**src/design/mrx_defines.svh**
```systemverilog
// constants for the misc and return instruction executor
`ifndef MRX_DEFINES_SVH
`define MRX_DEFINES_SVH
`define MRX_OP_NOP 14'h0000
`define MRX_OP_OPTION 14'h0062
`define MRX_OP_RESET 14'h0001
`define MRX_OP_RETIRQ 14'h0009
`define MRX_OP_RETURN 14'h0008
`define MRX_IRQ_EN_BIT 7
`define MRX_OPTION_RST 8'hFF
`define MRX_PC_RST 15'h0000
`define MRX_RET_CYCLES 2
`define MRX_ONE_CYCLES 1
`endif

```
**src/design/mrx_pkg.sv**
```systemverilog
// types for the misc and return instruction executor
package mrx_pkg;
	typedef enum logic [2:0] {
		MRX_K_OTHER = 3'h0,
		MRX_K_NOP = 3'h1,
		MRX_K_OPTION = 3'h2,
		MRX_K_RESET = 3'h3,
		MRX_K_RETIRQ = 3'h4,
		MRX_K_RETURN = 3'h5
	} mrx_kind_e;
	typedef enum logic [0:0] {
		MRX_S_EXEC = 1'b0,
		MRX_S_FLUSH = 1'b1
	} mrx_state_e;
endpackage

```
**src/design/mrx_dec_if.sv**
```systemverilog
// decode bundle between decoder and executor
interface mrx_dec_if;
	logic [13:0] word;
	mrx_pkg::mrx_kind_e kind;
	modport dec (input word, output kind);
	modport exe (output word, input kind);
endinterface

```
**src/design/mrx_exec.sv**
```systemverilog
// executor for nop, option load, software reset and returns
// Operation
// - option load copies w into option register
// - reset instruction triggers full device reset
// - reset instruction clears reset flag bit
// - interrupt return pops stack into pc
// - interrupt return sets global irq enable
// - interrupt return takes two instruction cycles
// - subroutine return pops stack, two cycles
`include "mrx_defines.svh"
module mrx_exec (
	// clock and reset
	input wire logic clk_sys,
	input wire logic nrst,
	// instruction in
	input wire logic instr_valid,
	input wire logic [13:0] instr_word,
	input wire logic [7:0] w_reg,
	input wire logic [14:0] stack_top,
	// core outputs
	output logic [14:0] pc_r,
	output logic [7:0] option_reg_r,
	output logic global_irq_enable_r,
	output logic stack_pop_r,
	output logic sw_reset_req_r,
	output logic reset_instr_flag_n_r,
	output logic busy_r,
	output logic done_r
);
	mrx_dec_if dif ();
	mrx_pkg::mrx_state_e state_r;
	mrx_pkg::mrx_state_e state_nxt;
	logic take;
	logic is_opt;
	logic is_rst;
	logic is_ret;
	logic is_retirq;
	logic is_simple;
	logic is_nop;
	logic [14:0] pc_nxt;
	logic [7:0] option_nxt;
	logic irq_en_nxt;
	logic done_nxt;

	assign dif.word = instr_word;
	mrx_decode u_mrx_decode (.d(dif));

	// second cycle of a return is a flush cycle, no new fetch accepted
	assign take = instr_valid && (state_r == mrx_pkg::MRX_S_EXEC);
	assign is_opt = take && (dif.kind == mrx_pkg::MRX_K_OPTION);
	assign is_rst = take && (dif.kind == mrx_pkg::MRX_K_RESET);
	assign is_retirq = take && (dif.kind == mrx_pkg::MRX_K_RETIRQ);
	assign is_ret = is_retirq || (take && (dif.kind == mrx_pkg::MRX_K_RETURN));
	assign is_nop = take && (dif.kind == mrx_pkg::MRX_K_NOP);
	// any other accepted word still advances pc; the rest of the core owns its effect
	assign is_simple = take && !is_ret && !is_rst;
	assign state_nxt = is_ret ? mrx_pkg::MRX_S_FLUSH : mrx_pkg::MRX_S_EXEC;

	// next values
	assign pc_nxt = is_ret ? stack_top : (is_simple ? pc_r + 15'h0001 : pc_r);
	assign option_nxt = is_opt ? w_reg : option_reg_r;
	assign irq_en_nxt = is_retirq || global_irq_enable_r;
	assign done_nxt = is_simple || (state_r == mrx_pkg::MRX_S_FLUSH);

	always_ff @(posedge clk_sys or negedge nrst) begin
		if (!nrst) begin
			state_r <= mrx_pkg::MRX_S_EXEC;
		end else begin
			state_r <= state_nxt;
		end
	end

	always_ff @(posedge clk_sys or negedge nrst) begin
		if (!nrst) begin
			pc_r <= `MRX_PC_RST;
		end else begin
			pc_r <= pc_nxt;
		end
	end

	always_ff @(posedge clk_sys or negedge nrst) begin
		if (!nrst) begin
			option_reg_r <= `MRX_OPTION_RST;
		end else begin
			option_reg_r <= option_nxt;
		end
	end

	always_ff @(posedge clk_sys or negedge nrst) begin
		if (!nrst) begin
			global_irq_enable_r <= 1'b0;
		end else begin
			global_irq_enable_r <= irq_en_nxt;
		end
	end

	always_ff @(posedge clk_sys or negedge nrst) begin
		if (!nrst) begin
			stack_pop_r <= 1'b0;
			sw_reset_req_r <= 1'b0;
			busy_r <= 1'b0;
			done_r <= 1'b0;
		end else begin
			stack_pop_r <= is_ret;
			sw_reset_req_r <= is_rst;
			busy_r <= is_ret;
			done_r <= done_nxt;
		end
	end

	// flag lives outside the device reset so the cause survives; cleared by the instruction
	// powers up unknown, and nothing here ever sets it back to 1; only the instruction writes it
	always_ff @(posedge clk_sys) begin
		if (is_rst) begin
			reset_instr_flag_n_r <= 1'b0;
		end
	end
endmodule // mrx_exec

```
**src/design/mrx_decode.sv**
```systemverilog
// opcode decoder for the handled instruction group
`include "mrx_defines.svh"
module mrx_decode (
	// decode bundle
	mrx_dec_if.dec d
);
	function automatic mrx_pkg::mrx_kind_e mrx_classify(input logic [13:0] w);
		unique case (w)
			`MRX_OP_NOP: mrx_classify = mrx_pkg::MRX_K_NOP;
			`MRX_OP_OPTION: mrx_classify = mrx_pkg::MRX_K_OPTION;
			`MRX_OP_RESET: mrx_classify = mrx_pkg::MRX_K_RESET;
			`MRX_OP_RETIRQ: mrx_classify = mrx_pkg::MRX_K_RETIRQ;
			`MRX_OP_RETURN: mrx_classify = mrx_pkg::MRX_K_RETURN;
			default: mrx_classify = mrx_pkg::MRX_K_OTHER;
		endcase
	endfunction
	assign d.kind = mrx_classify(d.word);
endmodule // mrx_decode

```
**config.mk**
```make
export PLATFORM = sky130hd
export DESIGN_NAME = mrx_exec
export DESIGN_NICKNAME = d
export VERILOG_FILES = /design/src/design/mrx_pkg.sv /design/src/design/mrx_dec_if.sv /design/src/design/mrx_exec.sv /design/src/design/mrx_decode.sv
export VERILOG_INCLUDE_DIRS = /design/src /design/src/design
export SDC_FILE = /design/constraint.sdc
export NUM_CORES = 1
export LEC_CHECK = 0
export ABC_CLOCK_PERIOD_IN_PS = 4700
export BUFFER_PORTS_ARGS = -buffer_cell sky130_fd_sc_hd__buf_4
export CAP_MARGIN = 20
export CORE_MARGIN = 2
export CORE_UTILIZATION = 35
export DETAILED_ROUTE_END_ITERATION = 8
export PLACE_DENSITY_LB_ADDON = 0.12
export SYNTH_ARGS = -nofsm -noshare
export SYNTH_HDL_FRONTEND = slang
export SYNTH_SLANG_ARGS = --single-unit
```
**constraint.sdc**
```tcl
create_clock -name clk_sys -period 4.7 [get_ports clk_sys]
set_clock_uncertainty 0.15 [all_clocks]
set_input_delay 0.235 -clock clk_sys [delete_from_list [all_inputs] [get_ports clk_sys]]
set_output_delay 0.235 -clock clk_sys [all_outputs]
set_load 0.02 [all_outputs]
```
======== Yosys cells after proc, flatten, opt, wreduce, memory -nomap -nowiden ========
Cells that the tools add are included.
storage, ports and cells
  flip-flop bits (word level) ............. 28
  input bits .............................. 40
  output and inout port bits .............. 29
  word-level logic and storage cells ...... 35
operators by class
  add/sub/neg operators ................... 1
  equal/unequal tests ..................... 8
  mux-type cells .......................... 4
  bitwise gates (word level) .............. 1
  reduce and logical (&&, ||, !) cells .... 14
operators by type and width
  kind                   number
  $mux 15                2
  $eq 14x4->1 const B    2
  $add 15x1->15 const B  1
  $pmux 3 s5             1
  $eq 14x1->1 const B    1
  $eq 14x7->1 const B    1
  $logic_not 14->1       1
  $logic_and 1x1->1      7
  $eq 3x2->1 const B     2
  $eq 3x3->1 const B     2
  $logic_or 1x1->1       3
  $logic_not 1->1        2
  $reduce_bool 2->1      1
  $mux 1                 1
  $not 1->1              1

======== Depth between registers and ports, before layout ========
Gate-level depths: netlist (run 1).
  depth after elaboration ................. 10
  mapped depth ............................ 8
  mapped depth without buffers ............ 6

======== By module ========
Synthesis (run 1) repeated with hierarchy kept, for this count alone.
unflattened totals
  cell total of the unflattened synthesis .. 157
  area, all modules ....................... 1519.0 µm²
by module, submodules not included
  module      times used  cells each  area each (µm²)  sequential area each (µm²)
  mrx_exec    1           144         1443.9           685.7
  mrx_decode  1           13          75.1             0.0

======== Least setup slack after synthesis (run 1) ========
No wires, ideal clock.
  path type ............................... flip-flop to flip-flop
  from .................................... register, netlist name busy_r
  to ...................................... register option_reg_r[0]
  library setup time ...................... 0.082 ns
  arrival time ............................ 1.853 ns
  required time ........................... 4.468 ns
  path slack .............................. 2.615 ns
  stages on the path, launching flop included .. 7
  buffers on the path ..................... 1
  clock period less this slack ............ 2.085 ns
  cell sequence ........................... dfrtp_1 nor2b_1 buf_2 nand2_1 or3_4 a211oi_4 mux2_2
RTL lines
  element                 line            text
  end signal: assignment  mrx_exec.sv:83  option_reg_r <= `MRX_OPTION_RST;
  end signal: assignment  mrx_exec.sv:85  option_reg_r <= option_nxt;
  end: declaration        mrx_exec.sv:22  output logic [7:0] option_reg_r,

==> run summary, run 1 <==
Outcome = finished, final reports clean
Post-Syn Area per Cell = 10.2 um2
Nets = 246
Fin cells = 254
Setup bufs post-CTS = 0
TNS Setup = 0 ns
I/O Pins = 69
Antenna-violating nets left = 0
# DRC = 0
# setup viols final = 0
Final Hold Violating Endpoints = 0
PostCTS Resize Cnt = 0
Core area = 3940 um2
Total CTS buffers = 3
Primary FF master, synth = dfrtp_1
Clock Power Share = 21.2%
Worst vdd ir = 0.160 mV
Area leader, netlist = dfrtp_1
Sw Pwr = 0.000207 W
Internal = 0.000410 W
CP max FO = 10
Total of max-cap violations = 0
Avg Vias per Cell = 4.95
Mapped Nets = 180
CTS max path bufs = 2
Tot GR Track Use = 15.2%
Grt total ovfl = 0
Initial antenna violation count = 0
Tightest Pin Transition = 0.719 ns
Tcrit/Tclk final = 52.5%
Async set or reset register ratio after synthesis = 100%
Row cnt = 23
Lkg Pwr = 0.934 nW
Post-DP Area = 1950 um2
Logic gate share of total power = 29.8%
Worst hold path startpoint = stack_top[4]
Register-to-register setup slack = 2.23 ns
CP Class = reg -> reg
CTS Sinks = 27
Crit path DAT = 2.52 ns
Yosys top cell area share = 33.5%
Flops & latches, synth = 27
Post-synth EDFFs = 0
Routed len/inst = 13.4 um
Fmax = 0.405 GHz
Critical path startpoint = busy_r$_DFF_PN0_
Slew margin rel. = 51.9%
Die Span Y = 67.7 um
# fillers = 373
Vias in the first global route = 1207
Reg2reg start = busy_r$_DFF_PN0_
Port Buffer Count = 67
RePlAce Congestion = 0.765
Commonest cells post-synth = dfrtp_1 (19), nand2_1 (15), nor2_1 (14)
Sequential share of the synthesized area = 48.2%
Via Count = 1257
Unique masters post-synth = 36
DP Cell Count = 249
Clock Pin Slew Worst Setup and Hold Paths = 0.10 ns
Most common cell in the netlist = dfrtp_1
Sequential share of power = 49.0%
Synth Warn # = 0
GR Util met3 = 2.00%
CP startpoint kind = register
Met2 Use GR = 27.3%
Met1 Resource Use GR = 18.6%
Total die area = 4590 um2
Post-DP HPWL = 2.59 mm
Drt pass-1 iters = 4
Initial drt markers = 29
Worst hold path class = in -> reg
PD cells = 308 nW/um2
Tmin final = 2.47 ns
Unrepaired setup endpoints after global routing = false
Design Area, Final = 2010 um2
WP data required = 4.75 ns
Die width = 67.7 um
Antenna diodes = 0
Root buffer cell = clkbuf_8
First-pass GRT wire length = 5.38 mm
WL final = 3.40 mm
Mapped cell area = 1420 um2
Synth top area cells = dfrtp_1 (33%), dfstp_2 (15%), mux2_2 (6.3%), xor2_1 (4.9%), nand2_1 (4.0%)
Clk_lat worst skew = 0.27 ns
Mapped Cells = 139
GR peak layer = met2
CTS tree = yes
Slew Viols, Final = 0
Area growth syn-to-layout = 41.1%
Sw Share = 33.5%
Setup crit end kind = register
Initial Utilization = 36.1%
Layout cells sized above 1 = 46.1%
H-tree Lvls = 1
Largest net degree at the start of global routing = 28
## critical path, cell delays in order (launching register included)
cell and delay (ns):
dfrtp_1 0.42, nor2b_1 0.58, nand2_1 0.11, or3_4 0.36, a211oi_4 0.38, mux2_2 0.39
## power by group through the flow
stage	logic, W	clock network (W)	registers (W)
floorplan	0.0000590	0	0.000333
global placement	0.000182	0	0.000306
detailed placement	0.000185	0	0.000305
CTS	0.000186	0.000137	0.000301
global route	0.000202	0.000146	0.000308
finish	0.000184	0.000131	0.000302
## logic make-up (layout without fill, tap and decap cells)
| logic type | count (synthesis) | after routing | share of synthesized area, % |
|---|---|---|---|
| and+or+nand+nor | 53 | 53 | 19.4 |
| AOI/OAI and AO/OA | 32 | 32 | 16.4 |
| DFF | 27 | 27 | 48.2 |
| muxes | 9 | 9 | 7.04 |
| xor gates and xnor gates | 8 | 8 | 4.93 |
| buffers and inverters | 8 | 73 | 2.90 |
| adders and majority gates | 1 | 1 | 0.880 |
| other | 1 | 1 | 0.264 |
## flip-flops by register name (all words and copies together) (netlist names)
name	cells
busy_r	1
done_r	1
global_irq_enable_r	1
option_reg_r	8
pc_r	15
sw_reset_req_r	1
## layout make-up
| type | instances | area, um2 | share of cell area (%) |
|---|---|---|---|
| clock buffers | 3 | 41.3 | 2.06 |
| clock inverters | 1 | 5.00 | 0.250 |
| inverters | 1 | 3.75 | 0.187 |
| multi-input cells | 104 | 694 | 34.6 |
| flip-flops and latches | 27 | 686 | 34.2 |
| well taps | 50 | 62.6 | 3.12 |
| repair buffers | 68 | 513 | 25.6 |
## metal layers
layer / share of wire, % / vias up
li1: - / 626
met2: 50 / 46
met3: 6.5 / 4
met1: 42 / 581
met5: 0 / -
met4: 0.91 / 0
## placed cells by master, fill, tap and decap left out, types with 2 or more instances in the layout
cell / n
o21ai_1: 2
o2111ai_1: 5
xor2_1: 8
a21oi_1: 6
o21ai_0: 8
o211ai_1: 4
and4_1: 2
a211oi_4: 2
dfrtp_1: 19
or3_1: 4
a31oi_1: 3
nand2b_1: 2
clkbuf_8: 3
nand3_1: 6
nand2_1: 15
nor2_1: 14
buf_4: 67
mux2_2: 8
dfstp_2: 8
## final timing paths
| kind | depth (start not counted) | end |
|---|---|---|
| max in group asynchronous | 2 | option_reg_r[6]$_DFFE_PN1P_ |
| max | 5 | option_reg_r[7]$_DFFE_PN1P_ |
| max reg2reg | 5 | option_reg_r[7]$_DFFE_PN1P_ |
| min reg2reg | 1 | global_irq_enable_r$_DFF_PN0_ |
| min in group asynchronous | 2 | pc_r[5]$_DFFE_PN0P_ |
| min | 3 | pc_r[4]$_DFFE_PN0P_ |
## repair_timing
item | CTS | global route
endpoints found under the setup margin | 0 | 0
endpoints found under the hold margin | 19 | 0
hold buffers | 1 | 0
## metrics by stage
stage	power [W]	utilization, %	hold slack (ns)	setup WS (ns)
6_report	0.000617	50.9	0.0156	2.23
5_1_grt	0.000656	50.9	0.0177	2.01
3_5_place_dp	0.000490	49.4	0.0212	2.08
4_1_cts	0.000625	50.9	0.0109	2.18
2_1_floorplan	0.000393	-	-0.211	2.61
3_3_place_gp	0.000488	49.4	0.0147	2.19
Power figures use the tool's default switching activity.
==> run 2: changes to the inputs <==
ABC_CLOCK_PERIOD_IN_PS = 2000   (was 4700)
clock period = 2 ns   (was 4.7 ns; I/O delays follow)
==> run 2 against run 1 <==
Wire length increased by 13%. Die area unchanged. Count of clock-buffer cells in the layout unchanged. Critical path depth increased by 1. Non-clock buffer count increased by 32. Critical path type unchanged.
==> run summary, run 2 (synthesis gave the netlist of run 1 again) <==
Unrepaired setup endpoints after global routing = false
Slew Viols, Final = 0 (unchanged)
CTS max path bufs = 2 (unchanged)
Avg Vias per Cell = 4.82 (-2.6%)
TNS Setup = 0 ns (unchanged)
CP max FO = 8 (-2)
Post-DP Area = 2000 um2 (+2.4%)
RePlAce Congestion = 0.775 (+1.3%)
PD cells = 644 nW/um2 (+110%)
Final Hold Violating Endpoints = 0 (unchanged)
WP data required = 2.05 ns (-2.70 ns)
Row cnt = 23 (unchanged)
Worst vdd ir = 0.300 mV (+88%)
Tcrit/Tclk final = 96.5% (+44 points)
Port Buffer Count = 67 (unchanged)
# DRC = 0 (unchanged)
Layout cells sized above 1 = 44.1% (-2.0 points)
Core area = 3940 um2 (unchanged)
Largest registers = pc_r: 15 flops, option_reg_r: 8 flops
Crit path DAT = 1.98 ns (-0.54 ns)
Commonest non-fill, non-tap cell in the layout = buf_4
Grt total ovfl = 0 (unchanged)
CP startpoint kind = register
Routed len/inst = 13.4 um (about the same)
Setup WS post-layout = 0.0698 ns (-2.16 ns)
Worst path bufs/invs = 1 (+1)
CTS tree = yes
Total of max-cap violations = 0 (unchanged)
Initial Utilization = 36.1% (unchanged)
Pre-CTS setup slack = -0.0675 ns (-2.15 ns)
Vias in the first global route = 1366 (+13%)
CP Cell Sequence = nor2b_2, nand2_1, or3_4, a211oi_4, buf_12, mux2_2
Nets = 278 (+13%)
# setup viols final = 0 (unchanged)
Design Area, Final = 2330 um2 (+16%)
Initial drt markers = 23 (-21%)
Crit-path slowest cell = dfrtp_2
Clk_lat worst skew = 0.27 ns (about the same)
CP Class = reg -> reg
Drt pass-1 iters = 4 (unchanged)
Initial antenna violation count = 0 (unchanged)
Lkg Pwr = 1.06 nW (+14%)
Via Count = 1378 (+9.6%)
WL final = 3.83 mm (+13%)
First-pass GRT wire length = 6.01 mm (+12%)
Antenna-violating nets left = 0 (unchanged)
Tmin final = 1.93 ns (-0.538 ns)
Setup crit end kind = register
Worst hold path class = in -> reg
Fmax = 0.518 GHz (+28%)
Outcome = finished, final reports clean
I/O Pins = 69 (unchanged)
Final core occ = 59.1% (+8.2 points)
H-tree Lvls = 1 (unchanged)
Clock Pin Slew Worst Setup and Hold Paths = 0.10 ns (about the same)
CP peak stage delay = 0.45 ns (-0.13 ns)
Root buffer cell = clkbuf_8
Total die area = 4590 um2 (unchanged)
Die Span Y = 67.7 um (unchanged)
Antenna diodes = 0 (unchanged)
Max reg flops = 15 (unchanged)
Tot GR Track Use = 17.3% (+2.0 points)
Die width = 67.7 um (unchanged)
CTS Sinks = 27 (unchanged)
Delay-heaviest family, CP = simple AND/OR/NAND/NOR gates
Most frequent cells in the layout = buf_4 (73), dlygate4sd3_1 (26), dfrtp_1 (18), nand2_1 (15), nor2_1 (14)
Total CTS buffers = 3 (unchanged)
Post-DP HPWL = 2.80 mm (+8.0%)
Largest net degree at the start of global routing = 28 (unchanged)
Area growth syn-to-layout = 63.8%
Largest Register = pc_r
## run 2: what timing repair did
action                     4_1_cts  5_1_grt
pin swaps                        1        1
setup endpoints to repair       14        8
hold buffers                    26        0
hold endpoints to repair        52        0
gates resized for setup          2        0
setup buffers                    1        0
## run 2: final cells by class
| type | count | area [um2] |
|---|---|---|
| inverter | 1 | 7.51 |
| clock buffer | 3 | 41.3 |
| fill | 350 | 1610 |
| timing repair buffer | 100 | 828 |
| multi-input combinational | 104 | 697 |
| sequential | 27 | 687 |
| tap | 50 | 62.6 |
| clock inverter | 1 | 5.00 |
## run 2: per-layer routing
metal / track usage [%] / vias to the layer above / routed length [um]
met4: 4.59 / 0 / 31
met2: 32.4 / 42 / 2010
met5: 0 / - / 0
li1: - / 687 / -
met1: 20.4 / 645 / 1620
met3: 2.17 / 4 / 172
## run 2: final timing paths
check / slack (ns) / start / cells past startpoint / to
max: 0.07 / busy_r$_DFF_PN0_ / 6 / option_reg_r[3]$_DFFE_PN1P_
max reg2reg: 0.07 / busy_r$_DFF_PN0_ / 6 / option_reg_r[3]$_DFFE_PN1P_
min in group asynchronous: 0.11 / nrst / 2 / done_r$_DFF_PN0_
min reg2reg: 0.33 / global_irq_enable_r$_DFF_PN0_ / 1 / global_irq_enable_r$_DFF_PN0_
max in group asynchronous: 1.28 / nrst / 2 / option_reg_r[4]$_DFFE_PN1P_
min: 0.09 / instr_word[7] / 5 / sw_reset_req_r$_DFF_PN0_
## run 2: per-stage QoR
stage / hold WS, ns / power (W) / instances
after floorplan: -0.346 / 0.000923 / 139
after global placement: -0.120 / 0.00115 / 255
after detailed placement: -0.115 / 0.00116 / 255
after CTS: 0.0888 / 0.00152 / 286
after global routing: 0.0986 / 0.00159 / 286
final: 0.0936 / 0.00150 / 286
## run 2: report_power, final
part	leakage, nW	internal [W]	switching [W]
combinational	0.709	0.000246	0.000235
sequential	0.330	0.000616	0.0000902
clock	0.0255	0.000140	0.000172
## run 2: worst register-to-register path, stage by stage (launching register included)
cell and delay [ns]:
dfrtp_2 0.45, nor2b_2 0.15, nand2_1 0.07, or3_4 0.36
a211oi_4 0.20, buf_12 0.15, mux2_2 0.33
